**src/prmc_consts.svh**
```systemverilog
// Purpose: constants for the power reduction mode control block
// Assumes: 125 MHz system clock
// Notes: timing counts derived from times in ns
`ifndef PRMC_CONSTS_SVH
`define PRMC_CONSTS_SVH
`define PRMC_CLK_PERIOD_NS 8
`define PRMC_VARIANT_BIT 5
`define PRMC_EXT_IRQ_MIN_NS 40
`define PRMC_EXT_IRQ_MIN_CYC ((`PRMC_EXT_IRQ_MIN_NS + `PRMC_CLK_PERIOD_NS - 1) / `PRMC_CLK_PERIOD_NS)
`define PRMC_NUM_EXT_IRQ 8
`endif

```
**src/prmc_pkg.sv**
```systemverilog
// Purpose: types for the power reduction mode control block
// Assumes: nothing
// Notes: one-hot mode states
package prmc_pkg;
  typedef enum logic [3:0] {
    PRMC_RUN = 4'h1,
    PRMC_IDLE = 4'h2,
    PRMC_PD_PROT = 4'h4,
    PRMC_PD_INTR = 4'h8
  } prmc_state_t;
  typedef struct packed {
    logic idle_req;
    logic pd_req;
    logic bus_busy;
    logic ready_en;
    logic ready_seen;
  } prmc_cpu_req_t;
  typedef struct packed {
    logic rtc_irq;
    logic can_act;
    logic i2c_act;
    logic any_irq;
  } prmc_wake_t;
endpackage

```
**src/prmc_ctrl.sv**
```systemverilog
// Purpose: idle and power-down mode sequencing
// Assumes: reset_input_pin drives rst_in through external sync
// Notes: requests stay pending while the bus is busy
`timescale 1ns/10ps
`include "prmc_consts.svh"
module prmc_ctrl #(
  parameter int NUM_IRQ = `PRMC_NUM_EXT_IRQ
) (
  // clock and reset
  input wire logic sys_clk_in,
  input wire logic rst_in,
  // cpu side
  input wire prmc_pkg::prmc_cpu_req_t cpu_in,
  input wire logic [15:0] system_config_register_in,
  input wire logic main_regulator_off_bit_in,
  input wire logic lp_osc_disable_in,
  // pins and wake sources
  input wire logic nmi_n_in,
  input wire logic [NUM_IRQ-1:0] fast_external_irq_pin_in,
  input wire logic [NUM_IRQ-1:0] irq_enable_in,
  input wire logic [NUM_IRQ-1:0] irq_active_high_in,
  input wire logic lp_osc_running_in,
  input wire prmc_pkg::prmc_wake_t wake_in,
  // status and control
  output logic cpu_halt_out,
  output logic periph_clk_en_out,
  output logic wdt_hold_out,
  output logic main_osc_en_out,
  output logic rtc_ref_lp_out,
  output logic entry_refused_out,
  output logic wake_irq_out,
  output logic [3:0] mode_out
);
  prmc_pkg::prmc_state_t state, next_state;
  logic [NUM_IRQ-1:0] s1, s2, s3, next_s1, next_s2, next_s3, irq_lvl, next_irq_lvl;
  logic [2:0] cnt [NUM_IRQ];
  logic [2:0] next_cnt [NUM_IRQ];
  logic idle_pend, next_idle_pend, pd_pend, next_pd_pend, rdy_ok;
  logic nmi1, nmi2, nmi3, next_nmi1, next_nmi2, next_nmi3, nmi_lvl, next_nmi_lvl;
  logic lp1, lp2, lp3, next_lp1, next_lp2, next_lp3, lp_ref, next_lp_ref;
  logic next_halt, next_pclk, next_wdt, next_mosc, next_ref, next_refused, next_wake;
  logic [NUM_IRQ-1:0] irq_act, irq_wake;

  // asserted level of a fast irq line after polarity
  function automatic logic [NUM_IRQ-1:0] active_lvl(input logic [NUM_IRQ-1:0] v,
                                                    input logic [NUM_IRQ-1:0] pol);
    active_lvl = ~(v ^ pol);
  endfunction

  // -------------------------------------------------------------
  // pin synchronisers and pulse qualification
  // -------------------------------------------------------------
  // three-stage sync, level changes when stages two and three agree
  always_comb begin
    next_s1 = fast_external_irq_pin_in;
    next_s2 = s1;
    next_s3 = s2;
    next_nmi1 = nmi_n_in;
    next_nmi2 = nmi1;
    next_nmi3 = nmi2;
    next_nmi_lvl = (nmi2 == nmi3) ? nmi2 : nmi_lvl;
    next_lp1 = lp_osc_running_in;
    next_lp2 = lp1;
    next_lp3 = lp2;
    next_irq_lvl = irq_lvl;
    for (int i = 0; i < NUM_IRQ; i++) begin
      if (s2[i] == s3[i]) begin
        next_irq_lvl[i] = s2[i];
      end
    end
    irq_act = active_lvl(irq_lvl, irq_active_high_in) & irq_enable_in;
    for (int i = 0; i < NUM_IRQ; i++) begin
      if (!irq_act[i]) begin
        next_cnt[i] = 3'h0;
      end else if (cnt[i] < 3'(`PRMC_EXT_IRQ_MIN_CYC)) begin
        next_cnt[i] = cnt[i] + 3'h1;
      end else begin
        next_cnt[i] = cnt[i];
      end
    end
    for (int i = 0; i < NUM_IRQ; i++) begin
      irq_wake[i] = (cnt[i] >= 3'(`PRMC_EXT_IRQ_MIN_CYC));
    end
  end

  // sync stages, settled levels and pulse counters
  always_ff @(posedge sys_clk_in or posedge rst_in) begin
    if (rst_in) begin
      s1 <= '0;
      s2 <= '0;
      s3 <= '0;
      irq_lvl <= '0;
      nmi1 <= 1'b1;
      nmi2 <= 1'b1;
      nmi3 <= 1'b1;
      nmi_lvl <= 1'b1;
      lp1 <= 1'b0;
      lp2 <= 1'b0;
      lp3 <= 1'b0;
      for (int i = 0; i < NUM_IRQ; i++) begin
        cnt[i] <= 3'h0;
      end
    end else begin
      s1 <= next_s1;
      s2 <= next_s2;
      s3 <= next_s3;
      irq_lvl <= next_irq_lvl;
      nmi1 <= next_nmi1;
      nmi2 <= next_nmi2;
      nmi3 <= next_nmi3;
      nmi_lvl <= next_nmi_lvl;
      lp1 <= next_lp1;
      lp2 <= next_lp2;
      lp3 <= next_lp3;
      cnt <= next_cnt;
    end
  end

  // -------------------------------------------------------------
  // mode sequencer
  // -------------------------------------------------------------
  // next mode, pending requests and registered controls
  always_comb begin
    next_state = state;
    next_idle_pend = idle_pend | cpu_in.idle_req;
    next_pd_pend = pd_pend | cpu_in.pd_req;
    next_refused = 1'b0;
    next_wake = 1'b0;
    // ready handshake must have been seen when ready_en is set
    rdy_ok = !cpu_in.ready_en || cpu_in.ready_seen;
    // latch low-power osc as reference once detected
    next_lp_ref = lp_osc_disable_in ? 1'b0 : (lp_ref | (lp2 & lp3));
    case (state)
      prmc_pkg::PRMC_RUN: begin
        // hold entry until bus cycles finish
        if ((next_idle_pend || next_pd_pend) && !cpu_in.bus_busy) begin
          next_idle_pend = 1'b0;
          next_pd_pend = 1'b0;
          if (!rdy_ok) begin
            next_refused = 1'b1;
          end else if (pd_pend || cpu_in.pd_req) begin
            if (!system_config_register_in[`PRMC_VARIANT_BIT]) begin
              if (!nmi_lvl) begin
                next_state = prmc_pkg::PRMC_PD_PROT;
              end else begin
                next_refused = 1'b1;
              end
            end else if (irq_act == '0) begin
              next_state = prmc_pkg::PRMC_PD_INTR;
            end else begin
              next_refused = 1'b1;
            end
          end else begin
            next_state = prmc_pkg::PRMC_IDLE;
          end
        end
      end
      prmc_pkg::PRMC_IDLE: begin
        if (wake_in.any_irq || (irq_wake != '0)) begin
          next_state = prmc_pkg::PRMC_RUN;
          next_wake = 1'b1;
        end
      end
      prmc_pkg::PRMC_PD_INTR: begin
        if ((irq_wake != '0) || wake_in.rtc_irq || wake_in.can_act || wake_in.i2c_act) begin
          next_state = prmc_pkg::PRMC_RUN;
          next_wake = 1'b1;
        end
      end
      prmc_pkg::PRMC_PD_PROT: next_state = prmc_pkg::PRMC_PD_PROT;
      default: next_state = prmc_pkg::PRMC_RUN;
    endcase
    // halt cpu in any low-power mode
    next_halt = (next_state != prmc_pkg::PRMC_RUN);
    // stop peripherals and watchdog in power-down
    next_pclk = !(next_state == prmc_pkg::PRMC_PD_PROT ||
                  next_state == prmc_pkg::PRMC_PD_INTR);
    next_wdt = !next_pclk;
    // main osc stops only with low-power reference
    // main osc kept when it is the reference
    next_mosc = next_pclk || !next_lp_ref;
    next_ref = next_lp_ref;
  end

  // wake pulse restarts clock for interrupt service
  always_ff @(posedge sys_clk_in or posedge rst_in) begin
    if (rst_in) begin
      state <= prmc_pkg::PRMC_RUN;
      idle_pend <= 1'b0;
      pd_pend <= 1'b0;
      lp_ref <= 1'b0;
      cpu_halt_out <= 1'b0;
      periph_clk_en_out <= 1'b1;
      wdt_hold_out <= 1'b0;
      main_osc_en_out <= 1'b1;
      rtc_ref_lp_out <= 1'b0;
      entry_refused_out <= 1'b0;
      wake_irq_out <= 1'b0;
      mode_out <= 4'h1;
    end else begin
      state <= next_state;
      idle_pend <= next_idle_pend;
      pd_pend <= next_pd_pend;
      lp_ref <= next_lp_ref;
      cpu_halt_out <= next_halt;
      periph_clk_en_out <= next_pclk;
      wdt_hold_out <= next_wdt;
      main_osc_en_out <= next_mosc;
      rtc_ref_lp_out <= next_ref;
      entry_refused_out <= next_refused;
      wake_irq_out <= next_wake;
      mode_out <= next_state;
    end
  end

  // -------------------------------------------------------------
  // assertions
  // -------------------------------------------------------------
  // idle keeps peripherals and main osc alive
  a_idle_periph_on: assert property (@(posedge sys_clk_in) disable iff (rst_in)
    state == prmc_pkg::PRMC_IDLE |-> cpu_halt_out && periph_clk_en_out)
    else $error("idle must keep peripherals clocked");
  a_idle_osc_on: assert property (@(posedge sys_clk_in) disable iff (rst_in)
    state == prmc_pkg::PRMC_IDLE |-> !wdt_hold_out && main_osc_en_out)
    else $error("idle stopped watchdog or main osc");
  a_idle_wake_exit: assert property (@(posedge sys_clk_in) disable iff (rst_in)
    state == prmc_pkg::PRMC_IDLE && wake_in.any_irq |=>
      state == prmc_pkg::PRMC_RUN && wake_irq_out)
    else $error("interrupt did not end idle");
  a_idle_pin_wake: assert property (@(posedge sys_clk_in) disable iff (rst_in)
    state == prmc_pkg::PRMC_IDLE && irq_wake != '0 |=>
      state == prmc_pkg::PRMC_RUN && wake_irq_out)
    else $error("fast irq did not end idle");
  // entry conditions
  a_bus_busy_hold: assert property (@(posedge sys_clk_in) disable iff (rst_in)
    state == prmc_pkg::PRMC_RUN && cpu_in.bus_busy |=> state == prmc_pkg::PRMC_RUN)
    else $error("entered low power with bus busy");
  a_ready_refuse: assert property (@(posedge sys_clk_in) disable iff (rst_in)
    state == prmc_pkg::PRMC_RUN && cpu_in.ready_en && !cpu_in.ready_seen |=>
      state == prmc_pkg::PRMC_RUN)
    else $error("entered low power without ready");
  a_refuse_in_run: assert property (@(posedge sys_clk_in) disable iff (rst_in)
    entry_refused_out |-> state == prmc_pkg::PRMC_RUN)
    else $error("refused entry left run mode");
  // clocks and oscillators per mode
  a_run_clocks: assert property (@(posedge sys_clk_in) disable iff (rst_in)
    state == prmc_pkg::PRMC_RUN |-> !cpu_halt_out && periph_clk_en_out && !wdt_hold_out &&
      main_osc_en_out)
    else $error("run mode with clocks stopped");
  a_pd_wdt_hold: assert property (@(posedge sys_clk_in) disable iff (rst_in)
    (state == prmc_pkg::PRMC_PD_PROT || state == prmc_pkg::PRMC_PD_INTR) |->
      wdt_hold_out && !periph_clk_en_out)
    else $error("power-down did not hold watchdog");
  a_osc_select: assert property (@(posedge sys_clk_in) disable iff (rst_in)
    !periph_clk_en_out |-> main_osc_en_out == !rtc_ref_lp_out)
    else $error("wrong oscillator state in power-down");
  a_lp_adopt: assert property (@(posedge sys_clk_in) disable iff (rst_in)
    lp2 && lp3 && !lp_osc_disable_in |=> rtc_ref_lp_out)
    else $error("low-power osc not adopted");
  a_lp_disable: assert property (@(posedge sys_clk_in) disable iff (rst_in)
    lp_osc_disable_in |=> !rtc_ref_lp_out)
    else $error("low-power osc kept after disable");
  a_pd_main_osc: assert property (@(posedge sys_clk_in) disable iff (rst_in)
    !periph_clk_en_out && !rtc_ref_lp_out |-> main_osc_en_out)
    else $error("main osc stopped while it is the reference");
  // power-down variants
  a_variant_prot: assert property (@(posedge sys_clk_in) disable iff (rst_in)
    $rose(state == prmc_pkg::PRMC_PD_PROT) |-> !$past(system_config_register_in[5]))
    else $error("protected entry with variant bit set");
  a_variant_intr: assert property (@(posedge sys_clk_in) disable iff (rst_in)
    $rose(state == prmc_pkg::PRMC_PD_INTR) |-> $past(system_config_register_in[5]))
    else $error("interruptible entry with variant bit clear");
  a_prot_nmi: assert property (@(posedge sys_clk_in) disable iff (rst_in)
    $rose(state == prmc_pkg::PRMC_PD_PROT) |-> $past(nmi_lvl) == 1'b0)
    else $error("protected entry with nmi high");
  a_prot_stays: assert property (@(posedge sys_clk_in) disable iff (rst_in)
    state == prmc_pkg::PRMC_PD_PROT |=> state == prmc_pkg::PRMC_PD_PROT)
    else $error("protected power-down left without reset");
  a_intr_irq_idle: assert property (@(posedge sys_clk_in) disable iff (rst_in)
    $rose(state == prmc_pkg::PRMC_PD_INTR) |-> $past(irq_act) == '0)
    else $error("interruptible entry with fast irq active");
  // wake from interruptible power-down
  a_intr_rtc_wake: assert property (@(posedge sys_clk_in) disable iff (rst_in)
    state == prmc_pkg::PRMC_PD_INTR && wake_in.rtc_irq |=>
      state == prmc_pkg::PRMC_RUN ##0 mode_out == 4'h1)
    else $error("rtc did not end power-down");
  a_intr_bus_wake: assert property (@(posedge sys_clk_in) disable iff (rst_in)
    state == prmc_pkg::PRMC_PD_INTR && (wake_in.can_act || wake_in.i2c_act) |=>
      state == prmc_pkg::PRMC_RUN && wake_irq_out)
    else $error("bus activity did not end power-down");
  a_intr_pin_wake: assert property (@(posedge sys_clk_in) disable iff (rst_in)
    state == prmc_pkg::PRMC_PD_INTR && irq_wake != '0 |=>
      state == prmc_pkg::PRMC_RUN && wake_irq_out && !cpu_halt_out && periph_clk_en_out)
    else $error("fast irq did not restart the clock");
endmodule // prmc_ctrl

```
**config.mk**
```make
export PLATFORM = sky130hd
export DESIGN_NAME = prmc_ctrl
export DESIGN_NICKNAME = d
export VERILOG_FILES = /design/src/prmc_pkg.sv /design/src/prmc_ctrl.sv
export VERILOG_INCLUDE_DIRS = /design/src /design/src/src
export SDC_FILE = /design/constraint.sdc
export NUM_CORES = 1
export LEC_CHECK = 0
export BUFFER_PORTS_ARGS = -buffer_cell sky130_fd_sc_hd__buf_2
export CORE_MARGIN = 2
export CORE_UTILIZATION = 40
export DETAILED_ROUTE_END_ITERATION = 10
export GPL_TIMING_DRIVEN = 1
export HOLD_SLACK_MARGIN = 0.15
export SETUP_SLACK_MARGIN = 0.3
export SLEW_MARGIN = 20
export SYNTH_ARGS = -nofsm -noshare
export SYNTH_HDL_FRONTEND = slang
export SYNTH_SLANG_ARGS = --single-unit
```
**constraint.sdc**
```tcl
create_clock -name sys_clk_in -period 1.88 [get_ports sys_clk_in]
set_input_delay 0 -clock sys_clk_in [delete_from_list [all_inputs] [get_ports sys_clk_in]]
set_output_delay 0 -clock sys_clk_in [all_outputs]
set_load 0.1 [all_outputs]
```
Yosys cells after proc, flatten, opt, wreduce, memory -nomap -nowiden
Cells that the tools add are included.

Bits in registers: 76. Input port bits: 55. Logic and storage cells: 147.

$add $sub $neg: 8. Order comparisons: 16. Equality and inequality tests: 24. Multiplexer cells: 40. Bitwise gates (word level): 7. Reductions and logical operators: 16.

Operator list (number): $mux 3 (16); $mux 4 (8); $add 3x1->3 const B (8); $ge 3x3->1 const B (8); $lt 3x3->1 const B (8); $ne 2x1->1 const B (8); $pmux 4 s4 (1); $mux 1 (14); $eq 1x1->1 (9); $logic_or 1x1->1 (9); $and 8x8->8 (1); $eq 4x3->1 const B (2); $eq 4x4->1 const B (2); $logic_not 8->1 (1); $not 8->8 (1); $reduce_bool 8->1 (1); $xor 8x8->8 (1); $eq 4x1->1 const B (1); $eq 4x2->1 const B (1); $logic_not 1->1 (4); $ne 4x1->1 const B (1); $or 1x1->1 (3); $pmux 1 s2 (1); $and 1x1->1 (1); $logic_and 1x1->1 (1).

Depth between registers and ports, before layout
Depth after elaboration: 14. Gate-level depth with buffers: 7.

Worst setup path after synthesis
Ideal clock, no wire load.

Path kind: register to register. Start point: register state[2]. End point: register wdt_hold_out. Data arrival time: 1.884 ns. Required time: 1.759 ns. Path slack: -0.125 ns. Stages on the path, launching flop included: 6. Buffers on the path: 0. Period minus slack after synthesis: 2.005 ns. Cells stage by stage: dfrtp_1 -> nor2_1 -> and4_1 -> a32o_1 -> o21bai_1 -> nand2b_1.

Word-level cells in the longest chain between the ends: 8.

RTL lines: from (decl) (RTL line prmc_ctrl.sv:34) `prmc_pkg::prmc_state_t state, next_state;`; from (signal assigned) (RTL line prmc_ctrl.sv:188) `state <= prmc_pkg::PRMC_RUN;`; from (signal assigned) (RTL line prmc_ctrl.sv:201) `state <= next_state;`; $mux 4, on equally long branches (RTL line prmc_ctrl.sv:143, prmc_ctrl.sv:148); $mux 4 (RTL line prmc_ctrl.sv:142) `` if (!system_config_register_in[`PRMC_VARIANT_BIT]) begin ``; $mux 4 (RTL line prmc_ctrl.sv:141) `end else if (pd_pend || cpu_in.pd_req) begin`; $mux 4 (RTL line prmc_ctrl.sv:139) `if (!rdy_ok) begin`; $mux 4 (RTL line prmc_ctrl.sv:136) `if ((next_idle_pend || next_pd_pend) && !cpu_in.bus_busy) begin`; $pmux 4 s4 (*) (RTL line prmc_ctrl.sv:133) `case (state)`; via next_state[2] (RTL line prmc_ctrl.sv:34); $eq 4x3->1 or $eq 4x4->1 (tied branches) (RTL line prmc_ctrl.sv:176, prmc_ctrl.sv:177); $logic_or 1x1->1 (*) (RTL line prmc_ctrl.sv:176) `next_pclk = !(next_state == prmc_pkg::PRMC_PD_PROT ||`; via next_wdt (RTL line prmc_ctrl.sv:41) `logic next_halt, next_pclk, next_wdt, next_mosc, next_ref, next_refused, next_wake;`; to (signal assigned) (RTL line prmc_ctrl.sv:207) `wdt_hold_out <= next_wdt;`; to (decl) (RTL line prmc_ctrl.sv:27) `output logic wdt_hold_out,`.

The timed path passes the listed nets; every way through them passes the cells marked *. A chain may end at the register's enable or synchronous reset.

Worst setup path in the final report
Start point: register irq_lvl[6]. End point: register state[0].

Word-level cells in the longest chain between the ends: 10.

RTL lines: from (decl) (RTL line prmc_ctrl.sv:35) `logic [NUM_IRQ-1:0] s1, s2, s3, next_s1, next_s2, next_s3, irq_lvl, next_irq_lvl;`; from (signal assigned) (RTL line prmc_ctrl.sv:107) `irq_lvl <= next_irq_lvl;`; $xor 8x8->8 (RTL line prmc_ctrl.sv:47) `active_lvl = ~(v ^ pol);`; $not 8->8 (RTL line prmc_ctrl.sv:47); $and 8x8->8 (RTL line prmc_ctrl.sv:71) `irq_act = active_lvl(irq_lvl, irq_active_high_in) & irq_enable_in;`; $logic_not 8->1 (RTL line prmc_ctrl.sv:148) `end else if (irq_act == '0) begin`; $mux 4 (RTL line prmc_ctrl.sv:148); $mux 4 (RTL line prmc_ctrl.sv:142); $mux 4 (RTL line prmc_ctrl.sv:141); $mux 4 (RTL line prmc_ctrl.sv:139); $mux 4 (RTL line prmc_ctrl.sv:136); $pmux 4 s4 (RTL line prmc_ctrl.sv:133); via next_state[0] (RTL line prmc_ctrl.sv:34).

The timed path passes the listed nets, and every way through them passes these cells.

==> results.toml <==
[finish]
fin_cells = 505
synthToLayoutAreaGrowth_pct = 41.9
number_of_antenna_cells_inserted = 0
layout.cells.most_common = "sky130_fd_sc_hd__dfrtp_1"
finalNetCount = 469
final_cell_mix = "66 x sky130_fd_sc_hd__dfrtp_1, 49 x sky130_fd_sc_hd__buf_2, 39 x sky130_fd_sc_hd__dlygate4sd3_1"
share_of_layout_cells_above_drive_strength_1_pct = 33.3
cell_area_after_layout_um2 = 4440
multi_input_comb_area_um2 = 1290
layout.filler_cells = 641
final-seq-area_um2 = 1920

[routing]
routed-via-count = 2385
dr.pass1.iters = 4
antenna_violating_nets_post_route = 0
detail_route.wl_per_cell_um = 12.4
totalWireLength_um = 6250
drt-initial-drc-count = 93
detail_route.vias_per_cell = 4.72
drcViolationCount = 0

[timing]
post_route_setup_tns_ns = 0
achievable-frequency_mhz = 590
report.final.slew_viol_count = 0
report.final.hold_viol_count = 0
finalWorstPathRequiredPeriod_ns = 1.69
grt_setup_unrepaired = "yes"
layout_worst_path_cycle_share_pct = 90.1
fin_ws_ns = 0.185
final.hold.worst_slack_ns = 0.286
final.setup_skew_ns = 0.0109
timing_worst_slew_pin_value_ns = 0.491
setup-violations-final = 0
slew_headroom_pct = 67.5

[floorplanning]
floorplan.initialDensity_pct = 40.9
core_area_um2 = 7650
row_count = 32
fp.dieH_um = 92.4
dieArea_um2 = 8540
ioPinCount = 66
die_x_um = 92.4

[run]
max_cap_violations = 0

[power_and_ir_drop]
sequentialPowerShare_pct = 50.1
netSwitchingPower_mw = 1.09
power_leakage_nw = 2.05
pwr_density_cell_nw_per_um2 = 820
sw_frac_of_total_pct = 30.1
clkPwrFrac_pct = 30.3
irDropWorstVdd_v = 0.000538
internal_power_mw = 2.54
p_comb_share_pct = 19.6

[placement]
dpl-instance-area_um2 = 3660
routabilityCongestion = 0.757
dp_cells = 440
io_buffers = 49
hpwlAfterDp_um = 4210
placement.setup.worst_slack_ns = 0.0568

[synth]
synth_seq_area_share_pct = 61.1
postSynthRegisterBits = 76
netlist_instances = 272
synth.cell_area_um2 = 3130
synth_compound_area_share_pct = 10.3
synth_simple_gate_area_share_pct = 14.3
synth_area_per_cell_um2 = 11.5
muxShareOfSynthArea_pct = 0.640
synth_top_family_by_area = "simple AND/OR/NAND/NOR gates"
xor_xnor_cell_area_share_of_the_yosys_netlist_pct = 2.52
synthesis.nets = 343
yosys_warnings = 0
synthDistinctLibCells = 36
yosys.area_share.adder_pct = 9.28

[run_status]
status = "finished clean"

[worst_setup_path]
cpPeakStageDelay_ns = 0.41
worstPathCellList = "xnor2_1 -> a222oi_1 -> nand4_1 -> buf_4 -> a31o_2 -> a21o_1"
cp.required_ns = 2.17
critical_path.slowest_cell = "sky130_fd_sc_hd__dfrtp_1"
timing.critical_path.arrival_ns = 1.98
critPathLaunchType = "register"
end_kind = "register"
critical_path.max_fanout = 3
worstSetupPathType = "reg2reg"
ff2ff_setup_slack_ns = 0.19

[worst_hold_path]
min-delay-path-class = "in2reg"

[grt]
grt.overflow.total = 0
grt_pass1_wl_um = 10800
vias_in_the_first_global_route = 2482
antenna_found_initial = 0
grt_util_all_layers_pct = 16.1
grt_start_max_net_pins = 45

[cts]
cts_tree = "built"
cts.htree.levels = 3
cts_inserted_buffers = 9
clock_net_sink_count = 76
cts.root.buffer_cell = "sky130_fd_sc_hd__clkbuf_8"
clkSlewWorstSetupHoldPaths_ns = 0.08
max-clock-path-buffers = 2
insertion_delay_ns = 0.35
==> flip-flops by register name (all words and copies together) (netlist names), 4 cells and up <==
name and cells:
next_s2 8, next_s3 8, state 4, irq_lvl 8
cnt 24, s3 8
==> worst paths after layout <==
path | cells past startpoint | start | to
worst max register to register | 6 | irq_lvl[6] | state[0]
worst max-delay path | 6 | irq_lvl[6] | state[0]
worst min register to register | 0 | next_s2[3] | next_s3[3]
max in group asynchronous | 5 | rst_in | periph_clk_en_out
worst min-delay path | 4 | cpu_in[0] | state[2]
min in group asynchronous | 4 | rst_in | pd_pend
==> critical path: cells and delay by family, from the launching register on <==
kind,cells,cell delay [ns]
buffers and inverters,1,0.18
xor gates and xnor gates,1,0.15
DFF,1,0.41
and+or+nand+nor,1,0.13
AOI/OAI and AO/OA,3,0.78
==> layer usage <==
metal	global-route usage, %	up-vias	wire, um
met2	26.8	43	3060
met1	20.2	1127	2880
met3	2.93	15	158
met5	0	-	0
met4	8.08	0	146
li1	-	1200	-
==> power groups by stage <==
stage	sequential [mW]	clock [mW]	combinational, mW
3_5_place_dp	1.85	0	0.586
6_report	1.82	1.10	0.714
4_1_cts	1.82	1.15	0.685
2_1_floorplan	2.00	0	0.237
3_3_place_gp	1.85	0	0.571
5_1_grt	1.84	1.22	0.784
==> per-stage QoR <==
stage	total power, mW	utilization (%)
floorplan	2.24	-
global placement	2.42	47.9
detailed placement	2.44	47.9
CTS	3.65	56.3
finish	3.64	58.0
global route	3.84	58.0
==> what timing repair did <==
action                     4_1_cts  5_1_grt
setup endpoints to repair        8       18
pin swaps                        9        7
setup buffers                    7        3
hold buffers                    39        4
hold endpoints to repair       118       12
resized for setup                9       23
==> kinds of logic (layout without fill, tap and decap cells) <==
| kind of cell | count (synthesis) | count (layout) |
|---|---|---|
| simple gates | 91 | 91 |
| xor+xnor | 9 | 9 |
| mux | 2 | 2 |
| buf+inv | 14 | 145 |
| fa+ha+maj | 25 | 25 |
| flops | 76 | 76 |
| compound gates | 55 | 55 |
==> cell usage after synthesis <==
| cell type | count | area [um^2] |
|---|---|---|
| sky130_fd_sc_hd__nor4bb_1 | 3 | 30.0 |
| sky130_fd_sc_hd__a222oi_1 | 1 | 10.0 |
| sky130_fd_sc_hd__a32o_1 | 1 | 10.0 |
| sky130_fd_sc_hd__a31o_2 | 1 | 8.76 |
| sky130_fd_sc_hd__buf_4 | 1 | 7.51 |
| sky130_fd_sc_hd__o221ai_1 | 1 | 8.76 |
| sky130_fd_sc_hd__xnor2_1 | 8 | 70.1 |
| sky130_fd_sc_hd__a22oi_1 | 4 | 30.0 |
| sky130_fd_sc_hd__nand2b_1 | 4 | 25.0 |
| sky130_fd_sc_hd__and4_1 | 1 | 8.76 |
| sky130_fd_sc_hd__a21o_2 | 1 | 8.76 |
| sky130_fd_sc_hd__dfrtp_1 | 69 | 1730 |
| sky130_fd_sc_hd__o21ai_0 | 10 | 50.1 |
| sky130_fd_sc_hd__nand2_1 | 24 | 90.1 |
| sky130_fd_sc_hd__o31ai_1 | 1 | 7.51 |
| sky130_fd_sc_hd__nor2_1 | 32 | 120 |
| sky130_fd_sc_hd__o21bai_1 | 1 | 7.51 |
| sky130_fd_sc_hd__nor4_4 | 1 | 21.3 |
| sky130_fd_sc_hd__a21boi_0 | 1 | 7.51 |
| sky130_fd_sc_hd__ha_1 | 16 | 200 |
| sky130_fd_sc_hd__mux2i_1 | 2 | 20.0 |
| sky130_fd_sc_hd__xor2_1 | 1 | 8.76 |
| sky130_fd_sc_hd__nand3b_1 | 4 | 30.0 |
| sky130_fd_sc_hd__nand3_2 | 1 | 10.0 |
| sky130_fd_sc_hd__nand3_1 | 1 | 5.00 |
| sky130_fd_sc_hd__a21oi_1 | 30 | 150 |
| sky130_fd_sc_hd__nand4_1 | 2 | 12.5 |
| sky130_fd_sc_hd__inv_1 | 12 | 45.0 |
| sky130_fd_sc_hd__and3_2 | 1 | 7.51 |
| sky130_fd_sc_hd__a21o_1 | 2 | 15.0 |
| sky130_fd_sc_hd__clkbuf_2 | 1 | 5.00 |
| sky130_fd_sc_hd__nor3_1 | 15 | 75.1 |
| sky130_fd_sc_hd__dfstp_2 | 7 | 184 |
| sky130_fd_sc_hd__and3_1 | 2 | 12.5 |
| sky130_fd_sc_hd__maj3_1 | 9 | 90.1 |
| sky130_fd_sc_hd__o2111ai_1 | 1 | 8.76 |
==> cell type report <==
class / instances / share of cell area, %
multi-input combinational: 182 / 29.2
sequential: 76 / 43.2
tap: 102 / 2.88
timing repair buffer: 117 / 19.7
clock buffer: 9 / 2.79
inverter: 12 / 1.10
clock inverter: 7 / 1.16
Note: power is estimated with default switching activity, not from simulation.
